$ cat config.mk
export PLATFORM = sky130hd
export DESIGN_NAME = uart_flow_ir
export DESIGN_NICKNAME = d
export VERILOG_FILES = /design/src/common/uart_flow_ir_pkg.sv /design/src/logic/uart_flow_fifo.sv /design/src/logic/uart_flow_ir.sv
export VERILOG_INCLUDE_DIRS = /design/src /design/src/common
export SDC_FILE = /design/constraint.sdc
export NUM_CORES = 1
export LEC_CHECK = 0
export ABC_AREA = 1
export CAP_MARGIN = 20
export CORE_MARGIN = 2
export CORE_UTILIZATION = 35
export CTS_CLUSTER_SIZE = 20
export DETAILED_ROUTE_END_ITERATION = 8
export DONT_BUFFER_PORTS = 1
export SLEW_MARGIN = 40
export SYNTH_ARGS = -nofsm -noshare
export SYNTH_HDL_FRONTEND = slang
export SYNTH_SLANG_ARGS = --single-unit
$ cat constraint.sdc
create_clock -name MCLK -period 3.4 [get_ports MCLK]
set_input_delay 0.68 -clock MCLK [delete_from_list [all_inputs] [get_ports MCLK]]
set_output_delay 0.68 -clock MCLK [all_outputs]
set_load 0.02 [all_outputs]
$ cat src/common/uart_flow_ir_defs.svh
/*
 Constants for the flow-control, infrared and interrupt-flag block.
 Assumes inclusion by bare name from the design file.
*/
`ifndef UART_FLOW_IR_DEFS_SVH
`define UART_FLOW_IR_DEFS_SVH
`define PIN_USE_RTS_ONLY   2'b01
`define PIN_USE_RTS_CTS    2'b10
`define PIN_USE_BCLK       2'b11
`define TICKS_PER_BIT      5'd16
`define TICK_LAST          4'hf
`define IR_PULSE_START     4'h7
`define IR_PULSE_END       4'h9
`define DEC_HOLD           4'hf
`define FIFO_DEPTH         16
`define FIFO_ROOM_MIN      5'd2
`define RXSEL_ANY          2'b00
`define RXSEL_HALF         2'b01
`define RXSEL_3Q           2'b10
`define FILL_HALF          5'd8
`define FILL_3Q            5'd12
`define TXSEL_ROOM         2'b00
`define TXSEL_DRAINED      2'b01
`define TXSEL_EMPTY        2'b10
`define VOTE_BEGIN         4'h7
`define VOTE_END           4'h9
`endif

$ cat src/common/uart_flow_ir_pkg.sv
/*
 Types for the flow-control and infrared block.
 Needs no include; only the design file reads the defines header.
*/
`default_nettype none
package uart_flow_ir_pkg;
   typedef enum logic [1:0] {TX_IDLE, TX_HELD, TX_SEND} tx_state_t;
endpackage
`default_nettype wire

$ cat src/logic/uart_flow_fifo.sv
/*
 Receive FIFO, valid/ready on both sides, width and depth parameters.
 Assumes one clock and a synchronous active-high reset.
*/
`default_nettype none
module uart_flow_fifo #(
   parameter int WIDTH = 8,
   parameter int DEPTH = 16
) (
   // Clock and reset
   input  wire logic             clk,
   input  wire logic             srst,
   // Fill side
   input  wire logic             in_valid,
   output logic                  in_ready,
   input  wire logic [WIDTH-1:0] in_data,
   // Drain side
   output logic                  out_valid,
   input  wire logic             out_ready,
   output logic [WIDTH-1:0]      out_data,
   // Fill level
   output logic [$clog2(DEPTH):0] level
);
   localparam int AW = $clog2(DEPTH);
   logic [WIDTH-1:0] mem [DEPTH];
   logic [AW-1:0]    wr_q;
   logic [AW-1:0]    rd_q;
   logic [AW:0]      cnt_q;
   wire              push = in_valid && in_ready;
   wire              pop  = out_valid && out_ready;

   // Full only at the depth itself; an AW-bit cast of the depth would wrap to zero
   assign in_ready  = (cnt_q != (AW+1)'(DEPTH));
   assign out_valid = (cnt_q != '0);
   assign out_data  = mem[rd_q];
   assign level     = cnt_q;

   always_ff @(posedge clk)
   begin
      if (push)
         mem[wr_q] <= in_data;
      if (srst)
      begin
         wr_q  <= '0;
         rd_q  <= '0;
         cnt_q <= '0;
      end
      else
      begin
         if (push)
            wr_q <= wr_q + 1'b1;
         if (pop)
            rd_q <= rd_q + 1'b1;
         cnt_q <= cnt_q + (AW+1)'(push) - (AW+1)'(pop);
      end
   end
endmodule
`default_nettype wire

$ cat src/logic/uart_flow_ir.sv
/*
 Flow control, infrared codec and interrupt flags of a UART.
 Assumes a one-cycle 16x baud tick, a core that offers one word to send
 and one received character at a time, and synchronous pins.
*/
`default_nettype none
`include "uart_flow_ir_defs.svh"
module uart_flow_ir
   import uart_flow_ir_pkg::*;
(
   // Clock and reset
   input  wire logic       MCLK,
   input  wire logic       SRST,
   // Configuration
   input  wire logic       MODULE_ON,
   input  wire logic [1:0] PIN_USE_SELECT,
   input  wire logic       HANDSHAKE_STYLE,
   input  wire logic       INFRARED_ENABLE,
   input  wire logic       IR_TX_POLARITY,
   input  wire logic [1:0] RX_IRQ_SELECT,
   input  wire logic [1:0] TX_IRQ_SELECT,
   // Interrupt enables and clears
   input  wire logic       RX_IRQ_ENABLE,
   input  wire logic       TX_IRQ_ENABLE,
   input  wire logic       ERR_IRQ_ENABLE,
   input  wire logic       RX_IRQ_CLEAR,
   input  wire logic       TX_IRQ_CLEAR,
   input  wire logic       ERR_IRQ_CLEAR,
   // Core timing
   input  wire logic       BAUD16_TICK,
   // Transmit data from the core
   input  wire logic       TX_WORD_VALID,
   input  wire logic [7:0] TX_WORD,
   output logic            TX_WORD_READY,
   // Received characters from the core
   input  wire logic       RX_CHAR_VALID,
   input  wire logic [7:0] RX_CHAR,
   input  wire logic       RX_SHIFTING,
   input  wire logic       PARITY_FAULT,
   input  wire logic       FRAMING_FAULT,
   // Receive FIFO drain
   output logic            RX_DATA_VALID,
   input  wire logic       RX_DATA_READY,
   output logic [7:0]      RX_DATA,
   // Status
   output logic            SHIFTER_EMPTY,
   output logic            OVERRUN_FLAG,
   output logic            RX_DECODED,
   output logic            RX_VOTED_BIT,
   output logic            RX_IRQ_FLAG,
   output logic            TX_IRQ_FLAG,
   output logic            ERR_IRQ_FLAG,
   output logic            IRQ,
   // Pins
   input  wire logic       TX_PERMIT_IN,
   input  wire logic       SERIAL_IN,
   output logic            SERIAL_OUT,
   output logic            RX_READY_OUT,
   output logic            RX_READY_OE,
   output logic            BAUD16_CLOCK_OUT
);
   tx_state_t   st_q;
   logic [7:0]  shreg_q;
   logic [3:0]  bitn_q;
   logic [3:0]  tick_q;
   logic        txbit_q;
   logic        ser_q;
   logic        irq_q, rxf_q, txf_q, erf_q, ovr_q;
   logic        rts_q, rtsoe_q, bclk_q, rdv_q;
   logic [7:0]  rd_q;
   logic        rin_q;
   logic [3:0]  dec_cnt_q;
   logic        dec_q;
   logic [3:0]  rx_tick_q;
   logic [1:0]  votes_q;
   logic        vote_q;
   logic [4:0]  level;
   logic        f_in_ready, f_out_valid;
   logic [7:0]  f_out_data;

   // Permit only counts when pin-use selects it
   wire permit_used = (PIN_USE_SELECT == `PIN_USE_RTS_CTS);
   wire permit_ok   = !permit_used || !TX_PERMIT_IN;
   wire bit_start   = BAUD16_TICK && (tick_q == 4'h0);
   wire load_word   = TX_WORD_VALID && (st_q == TX_IDLE);
   // Bit count stays at nine in idle after a word, so the state must qualify it
   wire word_done   = BAUD16_TICK && (tick_q == `TICK_LAST) && (bitn_q == 4'h9) &&
                      (st_q == TX_SEND);
   wire shifter_emp = (st_q == TX_IDLE);
   wire rts_active  = (PIN_USE_SELECT == `PIN_USE_RTS_ONLY) || permit_used;
   wire fifo_room   = (5'(`FIFO_DEPTH) - level) >= `FIFO_ROOM_MIN;
   wire rts_flow    = !fifo_room || RX_SHIFTING;
   wire rts_level   = HANDSHAKE_STYLE ? shifter_emp : rts_flow;
   wire ir_pulse    = !txbit_q && (tick_q >= `IR_PULSE_START) && (tick_q <= `IR_PULSE_END);
   // Idle follows polarity; a pulse toggles away from it
   wire ir_out      = IR_TX_POLARITY ^ ir_pulse;
   wire ser_next    = INFRARED_ENABLE ? ir_out : txbit_q;
   wire rin_fall    = rin_q && !SERIAL_IN;
   wire rx_src      = INFRARED_ENABLE ? dec_q : SERIAL_IN;
   wire push        = RX_CHAR_VALID && f_in_ready;
   wire overrun_ev  = RX_CHAR_VALID && !f_in_ready;
   wire in_vote     = (rx_tick_q >= `VOTE_BEGIN) && (rx_tick_q <= `VOTE_END);
   wire rx_ev       = push && ((RX_IRQ_SELECT == `RXSEL_ANY) ||
                      (RX_IRQ_SELECT == `RXSEL_HALF && level + 5'd1 >= `FILL_HALF) ||
                      (RX_IRQ_SELECT[1] && level + 5'd1 >= `FILL_3Q));
   wire tx_ev       = (TX_IRQ_SELECT == `TXSEL_ROOM)    ? load_word :
                      (TX_IRQ_SELECT == `TXSEL_DRAINED) ? word_done :
                      (TX_IRQ_SELECT == `TXSEL_EMPTY)   ? (load_word || word_done) : 1'b0;
   wire err_ev      = PARITY_FAULT || FRAMING_FAULT || overrun_ev;

   assign TX_WORD_READY    = (st_q == TX_IDLE);
   assign SHIFTER_EMPTY    = !ser_q ? shifter_emp : shifter_emp;
   assign SERIAL_OUT       = ser_q;
   assign RX_READY_OUT     = rts_q;
   assign RX_READY_OE      = rtsoe_q;
   assign BAUD16_CLOCK_OUT = bclk_q;
   assign OVERRUN_FLAG     = ovr_q;
   assign RX_IRQ_FLAG      = rxf_q;
   assign TX_IRQ_FLAG      = txf_q;
   assign ERR_IRQ_FLAG     = erf_q;
   assign IRQ              = irq_q;
   assign RX_DECODED       = dec_q;
   assign RX_VOTED_BIT     = vote_q;
   assign RX_DATA_VALID    = f_out_valid;
   assign RX_DATA          = f_out_data;

   // Transmitter: word waits in shifter until permit sampled low
   always_ff @(posedge MCLK)
   begin
      if (SRST)
      begin
         st_q    <= TX_IDLE;
         shreg_q <= 8'h00;
         bitn_q  <= 4'h0;
         tick_q  <= 4'h0;
         txbit_q <= 1'b1;
      end
      else
      begin
         if (BAUD16_TICK)
            tick_q <= tick_q + 4'h1;
         case (st_q)
            TX_IDLE:
               if (load_word)
               begin
                  shreg_q <= TX_WORD;
                  st_q    <= TX_HELD;
               end
            TX_HELD:
               if (bit_start && permit_ok)
               begin
                  st_q    <= TX_SEND;
                  bitn_q  <= 4'h0;
                  txbit_q <= 1'b0;
               end
            TX_SEND:
               if (BAUD16_TICK && tick_q == `TICK_LAST)
               begin
                  if (bitn_q == 4'h9)
                  begin
                     st_q    <= TX_IDLE;
                     txbit_q <= 1'b1;
                  end
                  else
                  begin
                     bitn_q  <= bitn_q + 4'h1;
                     txbit_q <= (bitn_q == 4'h8) ? 1'b1 : shreg_q[bitn_q[2:0]];
                  end
               end
            default:
               st_q <= TX_IDLE;
         endcase
      end
   end

   // Pins driven from flops
   always_ff @(posedge MCLK)
   begin
      if (SRST)
      begin
         ser_q   <= 1'b1;
         rts_q   <= 1'b1;
         rtsoe_q <= 1'b0;
         bclk_q  <= 1'b0;
      end
      else
      begin
         ser_q   <= ser_next;
         rts_q   <= rts_level;
         rtsoe_q <= rts_active;
         bclk_q  <= MODULE_ON && (PIN_USE_SELECT == `PIN_USE_BCLK) &&
                    (tick_q[3] ^ BAUD16_TICK);
      end
   end

   // Decoder: low for 16 ticks per falling edge of SERIAL_IN; polarity not used
   always_ff @(posedge MCLK)
   begin
      if (SRST)
      begin
         rin_q     <= 1'b1;
         dec_cnt_q <= 4'h0;
         dec_q     <= 1'b1;
      end
      else
      begin
         rin_q <= SERIAL_IN;
         if (rin_fall)
         begin
            dec_cnt_q <= `DEC_HOLD;
            dec_q     <= 1'b0;
         end
         else if (BAUD16_TICK && !dec_q)
         begin
            if (dec_cnt_q == 4'h0)
               dec_q <= 1'b1;
            else
               dec_cnt_q <= dec_cnt_q - 4'h1;
         end
      end
   end

   // Three-sample majority around the bit centre rejects one-tick glitches
   always_ff @(posedge MCLK)
   begin
      if (SRST)
      begin
         rx_tick_q <= 4'h0;
         votes_q   <= 2'b00;
         vote_q    <= 1'b1;
      end
      else if (BAUD16_TICK)
      begin
         rx_tick_q <= rx_tick_q + 4'h1;
         if (in_vote)
            votes_q <= votes_q + 2'(rx_src);
         if (rx_tick_q == `VOTE_END)
         begin
            vote_q  <= (votes_q + 2'(rx_src)) >= 2'd2;
            votes_q <= 2'b00;
         end
      end
   end

   // Sticky flags: a set in the clearing cycle wins
   always_ff @(posedge MCLK)
   begin
      if (SRST)
      begin
         rxf_q <= 1'b0;
         txf_q <= 1'b0;
         erf_q <= 1'b0;
         ovr_q <= 1'b0;
         irq_q <= 1'b0;
      end
      else
      begin
         rxf_q <= rx_ev  || (rxf_q && !RX_IRQ_CLEAR);
         txf_q <= tx_ev  || (txf_q && !TX_IRQ_CLEAR);
         erf_q <= err_ev || (erf_q && !ERR_IRQ_CLEAR);
         ovr_q <= overrun_ev || (ovr_q && !ERR_IRQ_CLEAR);
         irq_q <= (rxf_q && RX_IRQ_ENABLE) || (txf_q && TX_IRQ_ENABLE) ||
                  (erf_q && ERR_IRQ_ENABLE);
      end
   end

   uart_flow_fifo #(.WIDTH(8), .DEPTH(`FIFO_DEPTH)) rx_fifo (
      .clk       (MCLK),
      .srst      (SRST),
      .in_valid  (RX_CHAR_VALID),
      .in_ready  (f_in_ready),
      .in_data   (RX_CHAR),
      .out_valid (f_out_valid),
      .out_ready (RX_DATA_READY),
      .out_data  (f_out_data),
      .level     (level)
   );

   held_until_permit_a:
      assert property (@(posedge MCLK) disable iff (SRST)
      (st_q == TX_HELD && permit_used && TX_PERMIT_IN) |=> st_q != TX_SEND)
      else $error("Transmission started while permit high");
   start_on_tick_a:
      assert property (@(posedge MCLK) disable iff (SRST)
      (st_q == TX_HELD) ##1 (st_q == TX_SEND) |-> $past(bit_start))
      else $error("Transmission started off the first tick");
   rts_drive_a:
      assert property (@(posedge MCLK) disable iff (SRST)
      ##1 (RX_READY_OE == $past(rts_active)))
      else $error("Receive-ready enable wrong for pin-use");
   rts_room_a:
      assert property (@(posedge MCLK) disable iff (SRST)
      (!HANDSHAKE_STYLE && level >= 5'd15) |=> RX_READY_OUT)
      else $error("Receive-ready low without room for two");
   rts_simplex_a:
      assert property (@(posedge MCLK) disable iff (SRST)
      (HANDSHAKE_STYLE && st_q != TX_IDLE) |=> !RX_READY_OUT)
      else $error("Simplex receive-ready not asserted while busy");
   ir_one_bit_a:
      assert property (@(posedge MCLK) disable iff (SRST)
      (INFRARED_ENABLE && txbit_q) |=> SERIAL_OUT == $past(IR_TX_POLARITY))
      else $error("Encoder pulsed on a one bit");
   dec_fall_a:
      assert property (@(posedge MCLK) disable iff (SRST)
      rin_fall |=> !RX_DECODED)
      else $error("Decoder missed falling edge");
   flag_sticky_a:
      assert property (@(posedge MCLK) disable iff (SRST)
      (ERR_IRQ_FLAG && !ERR_IRQ_CLEAR) |=> ERR_IRQ_FLAG)
      else $error("Error flag dropped without clear");
   err_set_a:
      assert property (@(posedge MCLK) disable iff (SRST)
      (PARITY_FAULT || FRAMING_FAULT) |=> ERR_IRQ_FLAG)
      else $error("Error flag not set on fault");
endmodule
`default_nettype wire

Word-level counts from Yosys, hierarchy flattened
Memories as Yosys holds them, arrays and structs flattened. A register that Yosys moved wholly into a read port is not among the register bits.
Cells that the tools add are included.
{"block": "totals", "word_cells": 167, "input_bits": 43, "ramBits": 128, "n_memories": 1, "reg_bits": 54}
{"name": "rx_fifo.mem", "depth": 16, "word_bits": 8, "read_ports": 1, "rd_clocked_by_memory_dff": 1, "wr": 1, "line_no": "uart_flow_fifo.sv:25", "text": "logic [WIDTH-1:0] mem [DEPTH];"}
{"block": "op_classes", "n_reduce_logical": 68, "add_sub_neg": 11, "n_bitwise": 2, "n_eq_ne": 19, "muxes": 34, "n_lt_le_gt_ge": 9}
{"operator": "4-bit two-way mux", "count": 8}
{"operator": "1-bit logical AND", "count": 26}
{"operator": "4-bit by 1-bit adder with 4-bit output, second input constant", "count": 5}
{"operator": "4-bit == test, second input constant", "count": 4}
{"operator": "1-bit two-way mux", "count": 16}
{"operator": "1-bit logical OR", "count": 14}
{"operator": "2-bit two-way mux", "count": 6}
{"operator": "5-bit by 4-bit greater-or-equal comparator with 1-bit output, second input constant", "count": 2}
{"operator": "1-bit zero test", "count": 10}
{"operator": "2-bit != test, second input constant", "count": 5}
{"operator": "2-bit AND reduction", "count": 5}
{"operator": "2-bit by 1-bit == test with 1-bit output, second input constant", "count": 4}
{"operator": "2-bit == test, second input constant", "count": 4}
{"operator": "4-bit by 3-bit greater-or-equal comparator with 1-bit output, second input constant", "count": 2}
{"operator": "4-bit <= comparator, second input constant", "count": 2}
{"operator": "4-bit zero test", "count": 2}
{"operator": "4-bit case mux with 2 select lines", "count": 1}
{"operator": "4-bit AND reduction", "count": 2}
{"operator": "2-bit nonzero test", "count": 4}
{"operator": "2-bit zero test", "count": 3}
{"operator": "2-bit case mux with 3 select lines", "count": 1}
{"operator": "5-bit by 1-bit adder with 5-bit output", "count": 1}
{"operator": "5-bit by 1-bit adder with 5-bit output, second input constant", "count": 1}
{"operator": "5-bit by 2-bit greater-or-equal comparator with 1-bit output, second input constant", "count": 1}
{"operator": "other kinds (13)", "count": 14}

Longest topological paths before layout
{"block": "logic_depth", "word_depth": 9, "depth_mapped": 15, "ltp_nobuf": 15}

Modules after synthesis
Synthesis repeated with hierarchy kept, for this count alone.
{"block": "hier_totals", "cells_unflattened": 986, "hier_area_um2": 8798.4}
{"mod": "uart_flow_fifo", "seq_area_each_um2": 4184.0, "instances": 1, "cells_per_inst": 651, "area_per_inst_um2": 6467.5}
{"mod": "uart_flow_ir", "seq_area_each_um2": 820.8, "instances": 1, "cells_per_inst": 335, "area_per_inst_um2": 2331.0}

Worst setup path before layout
No wires, ideal clock.
{"block": "synth_timing", "path_type": "reg-to-reg", "from": "register rx_fifo.cnt_q[1] (netlist: rx_fifo.level[1])", "to": "register rx_fifo.cnt_q[4] (netlist: rx_fifo.level[4])", "n_path_buf": 0, "setup_time_ps": 122, "setup_slack_ps": 906, "t_arrival_ps": 2371, "path_stages_with_launch": 16, "synth_period_minus_slack_ps": 2494, "required_ps": 3278, "path_cell_list": "dfxtp_1 -> inv_1 -> ha_1 -> nand2_1 -> inv_1 -> ha_1 -> nor2_2 -> inv_1 -> nand2_1 -> nand2_1 -> ha_1 -> fa_1 -> a21oi_1 -> o21bai_1 -> o21ai_0 -> a21oi_1"}
{"block": "synth_via", "elab_chain_len": 4, "word_cells_on_any_way": 6, "cone_classes": "add/sub (2); eq/ne (1); reduce/logical (3)"}
{"element": "start: declaration", "line_no": "uart_flow_fifo.sv:28", "text": "logic [AW:0] cnt_q;"}
{"element": "start signal: assignment", "line_no": "uart_flow_fifo.sv:54", "text": "cnt_q <= cnt_q + (AW+1)'(push) - (AW+1)'(pop);"}
{"element": "5-bit != test", "line_no": "uart_flow_fifo.sv:33", "text": "assign in_ready = (cnt_q != (AW+1)'(DEPTH));"}
{"element": "1-bit logical AND", "line_no": "uart_flow_fifo.sv:29", "text": "wire push = in_valid && in_ready;"}
{"element": "5-bit by 1-bit adder with 5-bit output", "line_no": "uart_flow_fifo.sv:54"}
{"element": "5-bit by 1-bit subtractor with 5-bit output *", "line_no": "uart_flow_fifo.sv:54"}
Every way passes the cells marked *; elsewhere a longest branch is shown, timed or not.
A chain may end at the register's enable or synchronous reset.

==> out/qor.yml <==
worst_setup_path:
  critical_path_class: "flip-flop to output pin"
  ff2ff_path_depth: 15
  critPathMaxFanout: 34
  worstReg2RegEnd: "rx_fifo.level[4]"
  worstSetupStartpointType: "flip-flop"
  worstSetupEndpointType: "output pin"
  reg2reg_setup_slack_ps: 620
  timing.rr.start: "rx_fifo.level[1]"
  crit_required_ps: 2720
  cp_data_arrival_time_ps: 2100
placement:
  routabilityCongestion: 0.806
  dp_hpwl_mm: 11.9
  io_buffer_count: 0
sta:
  finalHoldViolCount: 0
  hold_ws_ps: 316
  tightest_slew_ps: 723
  maxSlewViolCount: 0
  maxSlewHeadroom: 0.516
  finalSetupViolCount: 0
  period_share: 0.819
  setup_tns_ps: 0
  rsz0062_at_grt: "false"
  finalClockSkew_ps: 16.5
  layout_min_cycle_time_ps: 2780
  fmax_ghz: 0.359
synthesis:
  avgSynthCellArea_um2: 9.83
  netlist_area_um2: 8380
  synth_cells: 852
  yosys_warnings: 0
  synth_compound_area_frac: 0.118
  syn_nets: 928
  synthXorXnorAreaFrac: 0.00627
  ys_ff_latch: 186
  synth_top_family_by_area: "simple AND/OR/NAND/NOR gates"
  synth_fa_ha_area_frac: 0.0502
  synthDistinctLibCells: 34
  synth-simple-area-share: 0.148
  yosysSeqAreaShare: 0.597
  synthMuxAreaShare: 0
clock_network:
  hold_buffers: 0
  clk_path_buf_depth: 2
  clkSlewWorstSetupHoldPaths_ps: 70
  htreeDepth: 4
  cts_resized: 0
  numCtsBuffers: 17
  clock-sinks: 186
  cts_tree: "built"
  clk_root_buffer_cell: "clkbuf_16"
  worstSkewPairLatency_ps: 430
  post-cts-setup-buffer-count: 0
drt:
  ant_nets: 0
  drt_iter0_drc: 382
  dr.pass1.iters: 5
  wire_per_inst_um: 14.8
  vias: 5578
  viasPerCell: 4.76
  wirelength_mm: 17.4
  drcViolationCount: 0
layout:
  syn2layout_area_growth_pct: 10.1
  fillers: 2327
  antenna_cells: 0
  drive_gt1_frac: 0.0632
  nets: 918
grt:
  track_usage: 0.144
  grt-ovfl-total: 0
  grt_pass1_wl_mm: 28.6
  first_global_vias: 5361
  grt_max_degree: 57
  antenna_found_initial: 0
floorplanning:
  initial_core_util: 0.357
  num_rows: 56
  die_x_um: 159
  die_h_um: 159
  core-area_um2: 23500
  io_pins: 65
  dieArea_um2: 25200
power_and_ir_drop:
  ir_drop_v: 0.000336
  p_per_area_nw_per_um2: 627
  p_leak_nw: 3.52
worst_hold_path:
  worstHoldPathCells: 1
  holdCritStartpoint: "SRST"
  min_to: "RX_READY_OE"
  hold_path_class: "primary input to flip-flop"
status:
  status: "finished, final reports clean"
job:
  max_cap_violations: 0
==> final cells by class <==
type	instances	area, µm²	area share
clock buffers	18	429	0.0465
clock inverters	13	135	0.0147
inverters	129	484	0.0525
multi-input cells	502	2700	0.292
flip-flops and latches	186	5010	0.543
well taps	319	399	0.0433
repair buffers	6	70.1	0.00760
==> synthesized netlist by cell type <==
master      n  area [µm²]
edfxtp_1  128        3840
nand2_1   127         477
inv_1     124         465
a21oi_1    71         355
nand3_1    70         350
o21ai_0    64         320
nor2_1     60         225
dfxtp_1    58        1160
o211ai_1   35         263
ha_1       32         400
buf_2      20         100
clkbuf_1    9        33.8
nor3_1      7        35.0
nand4_1     6        37.5
inv_2       5        18.8
buf_6       4        45.0
nor2_2      4        25.0
nand2_2     3        18.8
xnor2_1     3        26.3
xor2_1      3        26.3
buf_4       2        15.0
nor4_1      2        12.5
o21ai_1     2        10.0
or2_1       2        12.5
or2_2       2        12.5
a21oi_2     1        8.76
a31oi_1     1        6.26
and3_1      1        6.26
fa_1        1        20.0
nand3_4     1        17.5
nor3b_1     1        7.51
o21ai_2     1        8.76
o21bai_1    1        7.51
o22ai_1     1        6.26
==> how the worst max path moves through the flow <==
| stage | end | startpoint | depth (start not counted) | slack, ps |
|---|---|---|---|---|
| 6_report | RX_DATA[2] | flip-flop | 6 | 620 |
| 5_1_grt | rx_fifo.level[4] | rx_fifo.level[2] | 15 | 290 |
| 4_1_cts | rx_fifo.level[4] | rx_fifo.level[1] | 15 | 630 |
| 3_5_place_dp | rx_fifo.level[4] | rx_fifo.level[1] | 15 | 650 |
| 3_3_place_gp | rx_fifo.level[4] | rx_fifo.level[1] | 15 | 660 |
| 2_1_floorplan | rx_fifo.level[4] | rx_fifo.level[1] | 15 | 910 |
==> placed cells by master (no fill, tap or decap), types with 17 or more instances in the layout <==
| master | synthesis | final |
|---|---|---|
| edfxtp_1 | 128 | 128 |
| nand2_1 | 127 | 127 |
| inv_1 | 124 | 124 |
| a21oi_1 | 71 | 71 |
| nand3_1 | 70 | 70 |
| o21ai_0 | 64 | 64 |
| nor2_1 | 60 | 60 |
| dfxtp_1 | 58 | 56 |
| o211ai_1 | 35 | 35 |
| ha_1 | 32 | 32 |
| clkbuf_16 | 0 | 17 |
==> flip-flops by register name, summed over array words and instances (netlist names), 2 cells and up, named ones only <==
register	count
bitn_q	4
st_q	2
rx_fifo.rd_q	4
shreg_q	8
votes_q	2
rx_fifo.level	5
rx_tick_q	4
dec_cnt_q	4
rx_fifo.mem	128
rx_fifo.wr_q	4
tick_q	4
==> metal layers <==
metal	routed length [µm]	GRT usage
met5	0	0
met4	366	0.0496
met3	861	0.0402
met2	7960	0.227
met1	8210	0.191
==> worst max-delay path, cell delays in order (launching register included) <==
cell     delay, ps
dfxtp_2        740
buf_12         270
a21oi_1         60
o21ai_0        120
nand3_1        110
nand3_1        160
nand2_1        200
==> kinds of logic (layout without fill, tap and decap cells) <==
| group | Yosys count | after routing |
|---|---|---|
| and+or+nand+nor | 286 | 286 |
| DFF | 186 | 186 |
| AOI/OAI and AO/OA | 177 | 177 |
| adders and majority gates | 33 | 33 |
| buffers and inverters | 164 | 166 |
| xor gates and xnor gates | 6 | 6 |
==> stage by stage <==
stage                     worst slack, ps  instance area (µm²)  std cells  total power [W]   util
after global routing                  295                 9220       1173          0.00613  0.393
after global placement                662                 8660       1142          0.00392  0.369
after CTS                             626                 9220       1173          0.00583  0.393
final                                 617                 9220       1173          0.00578  0.393
after floorplan                       906                 8380        852          0.00368      -
after detailed placement              651                 8660       1142          0.00394  0.369
==> report_power, final <==
part,switching [W],internal [W],total [W]
Combinational,0.000756,0.000410,0.00117
Clock,0.000872,0.00102,0.00190
Sequential,0.000171,0.00255,0.00272
Total,0.00180,0.00398,0.00578
(Power assumes the default switching activity.)
